File: src/hw/sensor_port_pkg.sv
// constants and types shared by the angle sensor serial command port
package sensor_port_pkg;

  // ==========================================================================
  // command codes
  localparam logic [7:0] CMD_WRITE_CONFIG = 8'h17;
  localparam logic [7:0] CMD_TURN_LOAD    = 8'h14;
  localparam logic [7:0] CMD_UNLOCK       = 8'h84;
  localparam logic [7:0] CMD_TURN_READ    = 8'h04;
  localparam logic [7:0] CMD_ANGLE_READ   = 8'h00;
  localparam logic [7:0] CMD_IMAGE_WRITE  = 8'h1f;
  localparam logic [7:0] CMD_IMAGE_BURN   = 8'h19;
  localparam logic [7:0] CMD_IMAGE_READ   = 8'h0f;
  localparam logic [7:0] CMD_ANALOG_READ  = 8'h09;

  localparam logic [15:0] UNLOCK_KEY = 16'h6570;

  // ==========================================================================
  // frame lengths and counters
  localparam logic [2:0] CMD_LAST_BIT   = 3'h7;
  localparam logic [6:0] NORMAL_BITS    = 7'h10;
  localparam logic [6:0] EXTENDED_BITS  = 7'h40;
  localparam logic [1:0] EXT_LAST_CLOCK = 2'h3;

  // ==========================================================================
  // configuration word fields
  localparam int CFG_GENERAL_RESET_BIT  = 14;
  localparam int CFG_HYST_DIS = 13;
  localparam int CFG_DYN_HI   = 12;
  localparam int CFG_DYN_LO   = 7;
  localparam int CFG_TURN_TWO = 6;
  localparam int CFG_TURN_ONE = 5;
  localparam int TURN_HI      = 15;
  localparam int TURN_LO      = 7;

  // ==========================================================================
  // programmable image fields
  localparam int IMG_ZERO_HI   = 8;
  localparam int IMG_POLE_HI   = 11;
  localparam int IMG_POLE_LO   = 9;
  localparam int IMG_STAT_HI   = 13;
  localparam int IMG_STAT_LO   = 12;
  localparam int IMG_EXT_CLK   = 14;
  localparam logic [63:0] IMAGE_RESET = 64'h0;

  // ==========================================================================
  // angle arithmetic
  localparam logic [9:0] STEPS_PER_TURN = 10'h168;
  localparam logic [9:0] TWO_TURNS      = 10'h2d0;
  localparam logic [2:0] MAX_POLE_CODE  = 3'h4;
  localparam logic [2:0] MAX_POLE_PAIRS = 3'h6;

  typedef enum logic [2:0] {ST_IDLE, ST_CMD, ST_WR, ST_RD, ST_SKIP} state_e;

  typedef enum logic [3:0] {
    K_NONE, K_CFG, K_TURN_SET, K_KEY, K_TURN_RD, K_ANGLE_RD,
    K_IMG_WR, K_IMG_BURN, K_IMG_RD, K_ANALOG
  } kind_e;

endpackage : sensor_port_pkg

File: src/hw/angle_sensor_serial_command_port.sv
// three-wire serial command port of the angle sensor, sampled on the system clock
// Behaviour
// RULE1 - master sends 8-bit command byte first
// RULE2 - read: master releases line, device drives after turnaround
// RULE3 - master drives select, clock and write data
// RULE4 - normal mode: one clock per bit, 16 bits
// RULE5 - config command sets reset, hysteresis, offsets, turn bits
// RULE6 - load command presets 9-bit turn counter
// RULE7 - only the fixed key unlocks extended access
// RULE8 - turn read returns counter, error flag, parity
// RULE9 - angle read returns angle, lock, gain, parity
// RULE10 - general reset bit resets device until cleared; the code clears only the turn counter and the unlock flag
// RULE11 - dynamic offset adds 0 to 63 degrees
// RULE12 - angle resolves 360 steps per turn
// RULE13 - angle valid only with lock flag set
// RULE14 - parity is odd over fifteen data bits
// RULE15 - extended mode uses four clocks per bit
// RULE16 - extended write stores image, burn command burns it
// RULE17 - extended read returns image, analog command starts readback
// RULE18 - image layout: test, gain, clock, offsets, poles, zero
// RULE19 - zero value added to angle, range 0..359
// RULE20 - pole code gives 1..6 pairs, top bit inverts
// RULE21 - static offset codes give 0, 2, 4, 8 degrees
// RULE22 - external clock bit forces commutation mode
// RULE23 - select release abandons frame, next starts fresh
`timescale 1ns/1ns
module angle_sensor_serial_command_port (
  input  wire logic        sys_clk_in,
  input  wire logic        rst_in,
  input  wire logic        select_n_in,
  input  wire logic        serial_clk_in,
  input  wire logic        serial_data_io_in,
  input  wire logic        extended_mode_in,
  input  wire logic        output_mode_select_pin_in,
  input  wire logic [8:0]  angle_raw_in,
  input  wire logic        adc_lock_in,
  input  wire logic [4:0]  gain_control_value_in,
  input  wire logic        programming_error_flag_in,
  output logic             serial_data_io_out,
  output logic             serial_data_io_oe_out,
  output logic             general_reset_bit_out,
  output logic             hysteresis_disable_out,
  output logic [1:0]       turn_control_bits_out,
  output logic [6:0]       commutation_offset_out,
  output logic [8:0]       multiturn_count_out,
  output logic             image_unlocked_out,
  output logic [63:0]      config_image_out,
  output logic             image_burn_out,
  output logic             analog_readback_cmd_out,
  output logic [8:0]       angle_out,
  output logic [2:0]       pole_pairs_out,
  output logic             step_invert_out,
  output logic             ext_pwm_clock_en_out,
  output logic             commutation_mode_out
);

  // ==========================================================================
  // state
  typedef struct packed {
    sensor_port_pkg::state_e st;
    sensor_port_pkg::kind_e  kind;
    logic                    sclk_prev;
    logic [7:0]              cmd;
    logic [63:0]             sh_in;
    logic [63:0]             sh_out;
    logic [6:0]              bits;
    logic [1:0]              sub;
    logic                    adv;
    logic                    oe;
    logic                    ext_frame;
    logic                    general_reset_bit;
    logic                    hyst_dis;
    logic [5:0]              dyn;
    logic [1:0]              turn_ctl;
    logic [8:0]              mt;
    logic                    unlocked;
    logic [63:0]             image;
    logic                    burned;
    logic                    burn_p;
    logic                    ana_p;
    logic [8:0]              angle_o;
    logic [6:0]              comm_off;
    logic [2:0]              pole_pairs;
    logic                    step_inv;
    logic                    ext_clk;
    logic                    comm_mode;
  } state_s;

  state_s q;
  state_s d;

  logic [4:0] pins_s;
  logic       cs_s;
  logic       sclk_s;
  logic       din_s;
  logic       ext_s;
  logic       mode_s;
  logic       rise;
  logic       fall;

  // select and mode pin reset to their idle high: no false frame, no commutation glitch after reset
  bit_sync #(.WIDTH(5), .RESET_VALUE(5'h11)) u_sync (
    .clk_in   (sys_clk_in),
    .rst_in   (rst_in),
    .async_in ({output_mode_select_pin_in, extended_mode_in, serial_data_io_in, serial_clk_in, select_n_in}),
    .sync_out (pins_s)
  );

  assign cs_s   = pins_s[0];
  assign sclk_s = pins_s[1];
  assign din_s  = pins_s[2];
  assign ext_s  = pins_s[3];
  assign mode_s = pins_s[4];
  assign rise   = sclk_s & ~q.sclk_prev;
  assign fall   = ~sclk_s & q.sclk_prev;

  // ==========================================================================
  // decoding helpers
  function automatic sensor_port_pkg::kind_e decode(input logic [7:0] c, input logic ext, input logic unl);
    sensor_port_pkg::kind_e k;
    k = sensor_port_pkg::K_NONE;
    if (!ext) begin
      case (c)
        sensor_port_pkg::CMD_WRITE_CONFIG: k = sensor_port_pkg::K_CFG;
        sensor_port_pkg::CMD_TURN_LOAD:    k = sensor_port_pkg::K_TURN_SET;
        sensor_port_pkg::CMD_UNLOCK:       k = sensor_port_pkg::K_KEY;
        sensor_port_pkg::CMD_TURN_READ:    k = sensor_port_pkg::K_TURN_RD;
        sensor_port_pkg::CMD_ANGLE_READ:   k = sensor_port_pkg::K_ANGLE_RD;
        default:                           k = sensor_port_pkg::K_NONE;
      endcase
    end else if (unl) begin
      case (c)
        sensor_port_pkg::CMD_IMAGE_WRITE:  k = sensor_port_pkg::K_IMG_WR;
        sensor_port_pkg::CMD_IMAGE_BURN:   k = sensor_port_pkg::K_IMG_BURN;
        sensor_port_pkg::CMD_IMAGE_READ:   k = sensor_port_pkg::K_IMG_RD;
        sensor_port_pkg::CMD_ANALOG_READ:  k = sensor_port_pkg::K_ANALOG;
        default:                           k = sensor_port_pkg::K_NONE;
      endcase
    end
    return k;
  endfunction : decode

  function automatic logic is_read(input sensor_port_pkg::kind_e k);
    return k == sensor_port_pkg::K_TURN_RD || k == sensor_port_pkg::K_ANGLE_RD || k == sensor_port_pkg::K_IMG_RD;
  endfunction : is_read

  function automatic logic [15:0] frame16(input logic [14:0] data);
    return {data, ~^data}; // RULE14
  endfunction : frame16

  function automatic logic [2:0] pole_pairs(input logic [2:0] code);
    return (code <= sensor_port_pkg::MAX_POLE_CODE) ? code + 3'h1 : sensor_port_pkg::MAX_POLE_PAIRS; // RULE20
  endfunction : pole_pairs

  function automatic logic [3:0] static_deg(input logic [1:0] code);
    logic [3:0] r;
    case (code)
      2'h0:    r = 4'h0;
      2'h1:    r = 4'h2;
      2'h2:    r = 4'h4;
      default: r = 4'h8;
    endcase
    return r; // RULE21
  endfunction : static_deg

  // ==========================================================================
  // next state
  logic [9:0]  sum;
  logic [63:0] w;
  logic        bit_done;
  logic [6:0]  len;
  logic [6:0]  bits_n;

  always_comb begin
    d         = q;
    d.burn_p  = 1'b0;
    d.ana_p   = 1'b0;
    d.sclk_prev = sclk_s;
    w         = {q.sh_in[62:0], din_s};
    bit_done  = !q.ext_frame || q.sub == sensor_port_pkg::EXT_LAST_CLOCK; // RULE4 RULE15
    len       = q.ext_frame ? sensor_port_pkg::EXTENDED_BITS : sensor_port_pkg::NORMAL_BITS;
    bits_n    = q.bits + 7'h1;

    // zero offset wraps once or twice, valid zero values keep it to one turn
    sum = {1'b0, angle_raw_in} + {1'b0, q.image[sensor_port_pkg::IMG_ZERO_HI:0]}; // RULE19
    if (sum >= sensor_port_pkg::TWO_TURNS) begin
      sum = sum - sensor_port_pkg::TWO_TURNS;
    end else if (sum >= sensor_port_pkg::STEPS_PER_TURN) begin
      sum = sum - sensor_port_pkg::STEPS_PER_TURN; // RULE12
    end
    d.angle_o    = sum[8:0];
    d.pole_pairs = pole_pairs(q.image[sensor_port_pkg::IMG_POLE_HI:sensor_port_pkg::IMG_POLE_LO]); // RULE18
    d.step_inv   = q.image[sensor_port_pkg::IMG_POLE_HI]; // RULE20
    d.comm_off   = {1'b0, q.dyn}
                 + {3'h0, static_deg(q.image[sensor_port_pkg::IMG_STAT_HI:sensor_port_pkg::IMG_STAT_LO])}; // RULE11
    d.ext_clk    = q.image[sensor_port_pkg::IMG_EXT_CLK];
    d.comm_mode  = q.image[sensor_port_pkg::IMG_EXT_CLK] | ~mode_s; // RULE22

    if (cs_s) begin
      d.st   = sensor_port_pkg::ST_IDLE; // RULE23
      d.oe   = 1'b0;
      d.adv  = 1'b0;
      d.bits = 7'h0;
      d.sub  = 2'h0;
    end else begin
      case (q.st)
        sensor_port_pkg::ST_IDLE: begin
          d.st  = sensor_port_pkg::ST_CMD;
          d.cmd = 8'h00;
        end
        sensor_port_pkg::ST_CMD: begin
          if (rise) begin
            d.cmd  = {q.cmd[6:0], din_s}; // RULE1
            d.bits = bits_n;
            if (q.bits[2:0] == sensor_port_pkg::CMD_LAST_BIT) begin
              d.kind      = decode({q.cmd[6:0], din_s}, ext_s, q.unlocked);
              d.ext_frame = ext_s;
              d.bits      = 7'h0;
              d.sub       = 2'h0;
              d.sh_in     = 64'h0;
              case (d.kind)
                sensor_port_pkg::K_ANGLE_RD: begin
                  d.sh_out = {frame16({q.angle_o, adc_lock_in, gain_control_value_in}), 48'h0}; // RULE9 RULE13
                  d.st     = sensor_port_pkg::ST_RD;
                end
                sensor_port_pkg::K_TURN_RD: begin
                  d.sh_out = {frame16({q.mt, programming_error_flag_in, 5'h00}), 48'h0}; // RULE8
                  d.st     = sensor_port_pkg::ST_RD;
                end
                sensor_port_pkg::K_IMG_RD: begin
                  d.sh_out = q.image; // RULE17
                  d.st     = sensor_port_pkg::ST_RD;
                end
                sensor_port_pkg::K_ANALOG: begin
                  d.ana_p = 1'b1; // RULE17
                  d.st    = sensor_port_pkg::ST_SKIP;
                end
                sensor_port_pkg::K_NONE: d.st = sensor_port_pkg::ST_SKIP;
                default:                 d.st = sensor_port_pkg::ST_WR; // RULE3
              endcase
            end
          end
        end
        sensor_port_pkg::ST_WR: begin
          if (rise) begin
            if (!q.ext_frame || q.sub == 2'h0) begin
              d.sh_in = w;
            end
            d.sub = q.ext_frame ? q.sub + 2'h1 : 2'h0; // RULE15
            if (bit_done) begin
              d.bits = bits_n;
              if (bits_n == len) begin
                d.st = sensor_port_pkg::ST_SKIP;
                case (q.kind)
                  sensor_port_pkg::K_CFG: begin
                    d.general_reset_bit  = d.sh_in[sensor_port_pkg::CFG_GENERAL_RESET_BIT]; // RULE5
                    d.hyst_dis = d.sh_in[sensor_port_pkg::CFG_HYST_DIS];
                    d.dyn      = d.sh_in[sensor_port_pkg::CFG_DYN_HI:sensor_port_pkg::CFG_DYN_LO];
                    d.turn_ctl = {d.sh_in[sensor_port_pkg::CFG_TURN_TWO], d.sh_in[sensor_port_pkg::CFG_TURN_ONE]};
                  end
                  sensor_port_pkg::K_TURN_SET: d.mt = d.sh_in[sensor_port_pkg::TURN_HI:sensor_port_pkg::TURN_LO]; // RULE6
                  sensor_port_pkg::K_KEY: begin
                    if (d.sh_in[15:0] == sensor_port_pkg::UNLOCK_KEY) begin
                      d.unlocked = 1'b1; // RULE7
                    end
                  end
                  sensor_port_pkg::K_IMG_WR: d.image = d.sh_in; // RULE16
                  sensor_port_pkg::K_IMG_BURN: begin
                    d.image  = d.sh_in; // RULE16
                    d.burned = 1'b1;
                    d.burn_p = 1'b1;
                  end
                  default: d.st = sensor_port_pkg::ST_SKIP;
                endcase
              end
            end
          end
        end
        sensor_port_pkg::ST_RD: begin
          if (rise) begin
            d.sub = q.ext_frame ? q.sub + 2'h1 : 2'h0;
            if (bit_done) begin
              d.adv  = 1'b1;
              d.bits = bits_n;
              if (bits_n == len) begin
                d.st  = sensor_port_pkg::ST_SKIP;
                d.adv = 1'b0;
              end
            end
          end else if (fall) begin
            // the line stays released until the first falling edge after the command
            if (!q.oe) begin
              d.oe = 1'b1; // RULE2
            end else if (q.adv) begin
              d.sh_out = {q.sh_out[62:0], 1'b0};
              d.adv    = 1'b0;
            end
          end
        end
        sensor_port_pkg::ST_SKIP: d.st = sensor_port_pkg::ST_SKIP;
        default:                  d.st = sensor_port_pkg::ST_IDLE;
      endcase
    end

    // held while the bit stays set; software has to write it back to zero
    if (q.general_reset_bit) begin
      d.mt       = 9'h000; // RULE10
      d.unlocked = 1'b0;
    end
  end

  always_ff @(posedge sys_clk_in or posedge rst_in) begin
    if (rst_in) begin
      q           <= '0;
      q.st        <= sensor_port_pkg::ST_IDLE;
      q.kind      <= sensor_port_pkg::K_NONE;
      q.sclk_prev <= 1'b0;
      q.image     <= sensor_port_pkg::IMAGE_RESET;
      q.pole_pairs <= 3'h1;
      q.comm_mode <= 1'b0;
    end else begin
      q <= d;
    end
  end

  // ==========================================================================
  // outputs
  assign serial_data_io_out      = q.sh_out[63];
  assign serial_data_io_oe_out   = q.oe;
  assign general_reset_bit_out   = q.general_reset_bit;
  assign hysteresis_disable_out  = q.hyst_dis;
  assign turn_control_bits_out   = q.turn_ctl;
  assign commutation_offset_out  = q.comm_off;
  assign multiturn_count_out     = q.mt;
  assign image_unlocked_out      = q.unlocked;
  assign config_image_out        = q.image;
  assign image_burn_out          = q.burn_p;
  assign analog_readback_cmd_out = q.ana_p;
  assign angle_out               = q.angle_o;
  assign pole_pairs_out          = q.pole_pairs;
  assign step_invert_out         = q.step_inv;
  assign ext_pwm_clock_en_out    = q.ext_clk;
  assign commutation_mode_out    = q.comm_mode;
endmodule : angle_sensor_serial_command_port

File: src/hw/bit_sync.sv
// two flip-flop synchroniser for a group of unrelated pin levels
`timescale 1ns/1ns
module bit_sync #(
  parameter int            WIDTH       = 1,
  parameter logic [WIDTH-1:0] RESET_VALUE = '0
) (
  input  wire logic             clk_in,
  input  wire logic             rst_in,
  input  wire logic [WIDTH-1:0] async_in,
  output logic      [WIDTH-1:0] sync_out
);

  logic [WIDTH-1:0] meta_q;

  // the first stage feeds only the second
  always_ff @(posedge clk_in or posedge rst_in) begin
    if (rst_in) begin
      meta_q   <= RESET_VALUE;
      sync_out <= RESET_VALUE;
    end else begin
      meta_q   <= async_in;
      sync_out <= meta_q;
    end
  end

endmodule : bit_sync

File: config.mk
export PLATFORM = sky130hd
export DESIGN_NAME = angle_sensor_serial_command_port
export DESIGN_NICKNAME = d
export VERILOG_FILES = /design/src/hw/sensor_port_pkg.sv /design/src/hw/angle_sensor_serial_command_port.sv /design/src/hw/bit_sync.sv
export SDC_FILE = /design/constraint.sdc
export NUM_CORES = 1
export LEC_CHECK = 0
export BUFFER_PORTS_ARGS = -buffer_cell sky130_fd_sc_hd__buf_4
export CORE_MARGIN = 8
export CORE_UTILIZATION = 64
export CTS_CLUSTER_DIAMETER = 50
export CTS_CLUSTER_SIZE = 28
export DETAILED_ROUTE_END_ITERATION = 10
export PLACE_DENSITY = 0.95
export SLEW_MARGIN = 10
export SYNTH_ARGS = -nofsm -noshare
export SYNTH_HDL_FRONTEND = slang
export SYNTH_SLANG_ARGS = --single-unit
File: constraint.sdc
create_clock -name sys_clk_in -period 23.4 [get_ports sys_clk_in]
set_clock_uncertainty 0.15 [all_clocks]
set_input_delay 2.34 -clock sys_clk_in [delete_from_list [all_inputs] [get_ports sys_clk_in]]
set_output_delay 2.34 -clock sys_clk_in [all_outputs]
set_load 0.02 [all_outputs]
==> impl_metrics.toml, run 1 <==
[outcome]
run_status = "finished clean"

[timing]
fmax_mhz = 189
worst-slew-pin-transition_ns = 1.24
worst_slew_margin_rel = 0.173
post-route-period-util = 0.226
finalHoldViolations = 0
setup_viol_count_final = 0
post-route-min-period_ns = 5.28
grt_setup_unrepaired = "false"
finalHoldWorstSlack_ns = 0.203
final-max-slew-violation-count = 0
fin_ws_ns = 18.12
setup_total_negative_slack_ns = 0

[drt]
totalWireLength_um = 31400
drc_errors = 0
via_per_inst = 6.29
drt_pass1_iterations = 8
drt_first_iter_violations = 934
vias = 9954
drt-wirelength-per-cell_um = 19.9
drtAntennaViolNets = 0

[floorplan]
die_outline_area_um2 = 25800
placementRows = 53
initial_utilization = 0.644
die-height_um = 161
fp.dieW_um = 161
ios = 127
core_area_um2 = 20800

[finish]
drive_gt1_frac = 0.157
final_cell_mix = "268 x sky130_fd_sc_hd__dfrtp_1, 138 x sky130_fd_sc_hd__buf_4, 115 x sky130_fd_sc_hd__nand2_1"
layout.nets = 1340
insertedDiodeCount = 0
mostFrequentLayoutCell = "sky130_fd_sc_hd__dfrtp_1"
area_growth_syn_to_layout_pct = 8.85

[logic_synthesis]
async_flop_share = 1.00
number_of_flops_mapped_to_enable_cells_by_yosys = 0
synth_fp_nets = 1347
syn_area_um2 = 13400
synth_cell_type_count = 62
netlist_instances = 1295
synth_seq_cells = 273
synthesis.yosys.warnings = 0
synth-seq-area-share = 0.511
syn_avg_cell_area_um2 = 10.3
postSynth.topFlopCell = "sky130_fd_sc_hd__dfrtp_1"

[clock_network]
clkTransAtPathRegs_ns = 0.07
cts_buffers = 25
root_buffer = "sky130_fd_sc_hd__clkbuf_16"
worstSkewPairLatency_ns = 0.54
cts-hold-fix-buffers = 0
htree_levels = 1
cts_num_sinks = 273
max-clock-path-buffers = 3
cts_setup_buffers = 0
tritoncts = "built"
cts_resized = 0

[critical_path]
worst-endpoint-arrival_ns = 5.53
reg2reg_slack_ns = 19.56
worstSetupStartpointType = "primary input"
setup.worst_path.class = "in2reg"
worst-path-max-fanout = 8
critical_path_required_ns = 23.65
r2r_cells = 15
element_type_at_the_critical_path_end = "flop"

[flow_run]
drv_cap = 0

[pwr]
vdd_drop_max_v = 0.0000526
power.leakage_nw = 6.79
power.density_nw_per_um2 = 74.1

[placement]
post-dp-hpwl_um = 20700
gpl.final_weighted_congestion = 0.942
port-buffer-count = 126
dp_slack_ns = 17.69

[grt]
number_of_global_route_vias_before_repair = 9862
grt-ovfl-total = 0
grt_use_total = 0.242
grt_antenna_before_repair = 0
grt_pass1_wl_um = 51800
grt_start_max_net_pins = 129

[worst_hold_path]
whs_path_depth = 0
hp-class = "reg2reg"
-- power breakdown --
part / internal (mW) / switching [mW] / total [mW]
registers: 0.523 / 0.0338 / 0.557
logic: 0.0434 / 0.0574 / 0.101
clock network: 0.229 / 0.192 / 0.421
total: 0.795 / 0.283 / 1.08
-- sequential cells by signal, summed over array words and instances, names as in the netlist --
register	count
analog_readback_cmd_out	1
angle_out	9
commutation_mode_out	1
commutation_offset_out	7
config_image_out	64
ext_pwm_clock_en_out	1
general_reset_bit_out	1
hysteresis_disable_out	1
image_burn_out	1
image_unlocked_out	1
multiturn_count_out	9
pole_pairs_out	3
q	159
serial_data_io_oe_out	1
serial_data_io_out	1
step_invert_out	1
turn_control_bits_out	2
u_sync.meta_q	5
u_sync.sync_out	5
-- area by class of cell --
| type | instances | area [um^2] |
|---|---|---|
| multi-input cells | 816 | 5350 |
| well taps | 275 | 344 |
| flip-flops and latches | 273 | 6840 |
| inverters | 34 | 135 |
| fillers | 1444 | 6200 |
| clock buffers | 29 | 651 |
| repair buffers | 138 | 1040 |
| clock inverters | 17 | 204 |
-- final timing paths --
kind / start / to
setup / recovery: angle_raw_in[0] / angle_out[7]
hold / removal: u_sync.meta_q[2] / u_sync.sync_out[2]
setup reg to reg: config_image_out[0] / angle_out[7]
hold reg to reg: u_sync.meta_q[2] / u_sync.sync_out[2]
max in group asynchronous: rst_in / q[209]
min in group asynchronous: rst_in / q[142]
-- synthesized netlist by cell type, types with 4 or more instances --
cell                          n  area share
sky130_fd_sc_hd__nor2b_1      7      0.0033
sky130_fd_sc_hd__buf_6       15       0.013
sky130_fd_sc_hd__o2bb2ai_1    8      0.0052
sky130_fd_sc_hd__o21ai_0    102       0.038
sky130_fd_sc_hd__a222oi_1    15       0.011
sky130_fd_sc_hd__nand4_1      5      0.0023
sky130_fd_sc_hd__and2_1       8      0.0037
sky130_fd_sc_hd__or2_2        4      0.0019
sky130_fd_sc_hd__or3_1        6      0.0028
sky130_fd_sc_hd__a31oi_1     16      0.0075
sky130_fd_sc_hd__mux2i_1     66       0.049
sky130_fd_sc_hd__clkbuf_1    56       0.016
sky130_fd_sc_hd__xnor2_1     34       0.022
sky130_fd_sc_hd__buf_4       94       0.053
sky130_fd_sc_hd__xor2_1       6      0.0039
sky130_fd_sc_hd__nor2_1      97       0.027
sky130_fd_sc_hd__buf_2        6      0.0022
sky130_fd_sc_hd__ha_1        27       0.025
sky130_fd_sc_hd__o22ai_1      4      0.0019
sky130_fd_sc_hd__nor4_1       5      0.0023
sky130_fd_sc_hd__a22oi_1     49       0.028
sky130_fd_sc_hd__a21o_1       9      0.0051
sky130_fd_sc_hd__nand3_1     23      0.0086
sky130_fd_sc_hd__a21oi_1     68       0.025
sky130_fd_sc_hd__dfstp_2      5      0.0098
sky130_fd_sc_hd__a22o_1      62       0.041
sky130_fd_sc_hd__dfrtp_1    268        0.50
sky130_fd_sc_hd__inv_1       34      0.0095
sky130_fd_sc_hd__nand2_1    115       0.032
sky130_fd_sc_hd__nor3_1      13      0.0049
sky130_fd_sc_hd__o31ai_1      7      0.0039
sky130_fd_sc_hd__nand2b_1    15      0.0070
-- through the flow --
stage / util / instances / area (um^2) / power (mW)
after floorplan: - / 1295 / 13400 / 0.634
after global placement: 0.660 / 1536 / 13700 / 0.654
after detailed placement: 0.660 / 1536 / 13700 / 0.664
after CTS: 0.701 / 1582 / 14600 / 1.08
after global routing: 0.701 / 1582 / 14600 / 1.12
final: 0.701 / 1582 / 14600 / 1.08
-- kinds of logic after synthesis --
kind of cell    count (synthesis)  share of synthesized area
xor+xnor                       40                     0.0262
compound gates                368                      0.186
buf+inv                       206                     0.0932
flops                         273                      0.511
fa+ha+maj                      29                     0.0283
mux                            69                     0.0519
simple gates                  310                      0.104
-- routing by layer --
layer	vias to the layer above	wire, um	track usage
met3	90	1990	0.0392
met2	410	15600	0.408
li1	4505	-	-
met1	4949	12700	0.308
met4	0	1160	0.0943
met5	-	0	0
-- critical path: stages --
cell,delay (ns)
sky130_fd_sc_hd__buf_4,0.11
sky130_fd_sc_hd__ha_1,0.21
sky130_fd_sc_hd__inv_1,0.08
sky130_fd_sc_hd__fa_1,0.20
sky130_fd_sc_hd__nor2b_1,0.08
sky130_fd_sc_hd__o21ai_0,0.15
sky130_fd_sc_hd__nand2b_1,0.09
sky130_fd_sc_hd__xnor2_1,0.65
sky130_fd_sc_hd__inv_1,0.17
sky130_fd_sc_hd__ha_1,0.23
sky130_fd_sc_hd__nand2_1,0.06
sky130_fd_sc_hd__o21ai_0,0.08
sky130_fd_sc_hd__a32oi_1,0.52
sky130_fd_sc_hd__mux2i_1,0.27
sky130_fd_sc_hd__o22ai_1,0.12
sky130_fd_sc_hd__xor2_1,0.19
Note: power is estimated with default switching activity, not from simulation.
==> run 2, diff against run 1 <==
--- a/config.mk
+++ b/config.mk
@@ -7,11 +7,11 @@
 export LEC_CHECK = 0
 export BUFFER_PORTS_ARGS = -buffer_cell sky130_fd_sc_hd__buf_4
 export CORE_MARGIN = 8
-export CORE_UTILIZATION = 64
+export CORE_UTILIZATION = 60
 export CTS_CLUSTER_DIAMETER = 50
 export CTS_CLUSTER_SIZE = 28
 export DETAILED_ROUTE_END_ITERATION = 10
-export PLACE_DENSITY = 0.95
+export PLACE_DENSITY = 0.91
 export SLEW_MARGIN = 10
 export SYNTH_ARGS = -nofsm -noshare
 export SYNTH_HDL_FRONTEND = slang
==> constraint.sdc (replaced) <==
create_clock -name sys_clk_in -period 5.1 [get_ports sys_clk_in]
set_clock_uncertainty 0.15 [all_clocks]
set_input_delay 0.51 -clock sys_clk_in [delete_from_list [all_inputs] [get_ports sys_clk_in]]
set_output_delay 0.51 -clock sys_clk_in [all_outputs]
set_load 0.02 [all_outputs]
==> impl_metrics.toml, run 2 (synthesis gave the netlist of run 1 again) <==
[drt]
vias = 9771
drt_first_iter_violations = 1145
drtAntennaViolNets = 0
drt_pass1_iterations = 8
drt-wirelength-per-cell_um = 19.2
via_per_inst = 6.13
drc_errors = 0
totalWireLength_um = 30500

[grt]
grt_start_max_net_pins = 169
grt-ovfl-total = 0
grt_use_total = 0.221
grt_antenna_before_repair = 0
grt_pass1_wl_um = 49300
number_of_global_route_vias_before_repair = 9312

[placement]
post-dp-hpwl_um = 20500
gpl.final_weighted_congestion = 0.934
postPlaceCellArea_um2 = 13700
dp_cells = 1543
port-buffer-count = 126
dp_slack_ns = 1.23

[timing]
finalHoldViolations = 0
finalHoldWorstSlack_ns = 0.128
post-route-period-util = 0.748
fin_ws_ns = 1.28
worst-slew-pin-transition_ns = 1.16
setup_viol_count_final = 0
worst_slew_margin_rel = 0.220
grt_setup_unrepaired = "false"
post-route-min-period_ns = 3.82
fmax_mhz = 262
setup_total_negative_slack_ns = 0
final-max-slew-violation-count = 0

[critical_path]
crit_slowest_cell = "sky130_fd_sc_hd__xnor2_1"
setup.worst_path.class = "reg2reg"
critical_path_required_ns = 5.35
element_type_at_the_critical_path_end = "flop"
worst_path_dominant_cell_family = "compound AO/OA/AOI/OAI gates"
worst-path-max-fanout = 8
critPathMaxStageDelay_ns = 0.62
worstSetupStartpointType = "flop"
crit_chain = "ha_1 > inv_1 > fa_1 > nor2b_1 > o21ai_0 > nand2b_1 > xnor2_1 > inv_1 > ha_1 > nand2_1 > o21ai_0 > a32oi_1 > mux2i_1 > o22ai_1 > xor2_1"
crit_path_buffers_inverters = 2
worst-endpoint-arrival_ns = 4.07

[finish]
final_cell_mix = "268 x sky130_fd_sc_hd__dfrtp_1, 138 x sky130_fd_sc_hd__buf_4, 115 x sky130_fd_sc_hd__nand2_1"
utilization = 0.672
insertedDiodeCount = 0
layout.nets = 1348
drive_gt1_frac = 0.157
top_register = "q"
post-route-cell-area_um2 = 14700
area_growth_syn_to_layout_pct = 9.65
mostFrequentLayoutCell = "sky130_fd_sc_hd__dfrtp_1"
largest_register_ffs = 159
final-instance-count-excl-fill = 1593

[floorplan]
core_area_um2 = 21800
fp.dieW_um = 165
initial_utilization = 0.613
ios = 127
die-height_um = 165
placementRows = 54
die_outline_area_um2 = 27300

[pwr]
fin_total_pwr_mw = 5.00
power.leakage_nw = 6.84
vdd_drop_max_v = 0.000276
power.density_nw_per_um2 = 341

[clock_network]
clkTransAtPathRegs_ns = 0.07
max-clock-path-buffers = 3
htree_levels = 1
worstSkewPairLatency_ns = 0.53
cts_buffers = 25
root_buffer = "sky130_fd_sc_hd__clkbuf_16"
cts_num_sinks = 273
tritoncts = "built"

[flow_run]
drv_cap = 0

[worst_hold_path]
hp-class = "in2reg"

[outcome]
run_status = "finished clean"
run 2: final timing paths:
path	from	endpoint	slack [ns]	cells past startpoint
min in group asynchronous	rst_in	commutation_offset_out[0]	0.44	3
max in group asynchronous	rst_in	q[151]	3.12	4
max	config_image_out[0]	angle_out[7]	1.28	15
min	angle_raw_in[0]	angle_out[0]	0.13	2
min reg2reg	u_sync.meta_q[3]	u_sync.sync_out[3]	0.20	0
max reg2reg	config_image_out[0]	angle_out[7]	1.28	15
run 2: metal layers:
layer  track usage  share of wire
met2         0.365           0.48
met4        0.0731          0.030
met5             0              0
met1         0.292           0.42
met3        0.0414          0.069
run 2: final cells by class:
cell class              count  area (um^2)
well taps                 280          350
inverters                  34          131
fillers                  1570         7160
multi-input cells         816         5340
flip-flops and latches    273         6840
clock inverters            18          234
repair buffers            146         1140
clock buffers              26          629
run 2: repair_timing:
action                                  in CTS  in global routing
hold buffers                                 6                  0
endpoints found under the hold margin       24                  0
buffers inserted                             0                  0
endpoints found under the setup margin       0                  0
resized for setup                            0                  0
run 2: where the power goes:
part | internal, mW | switching, mW
Combinational | 0.204 | 0.259
Sequential | 2.40 | 0.154
Clock | 1.12 | 0.866
Total | 3.73 | 1.28
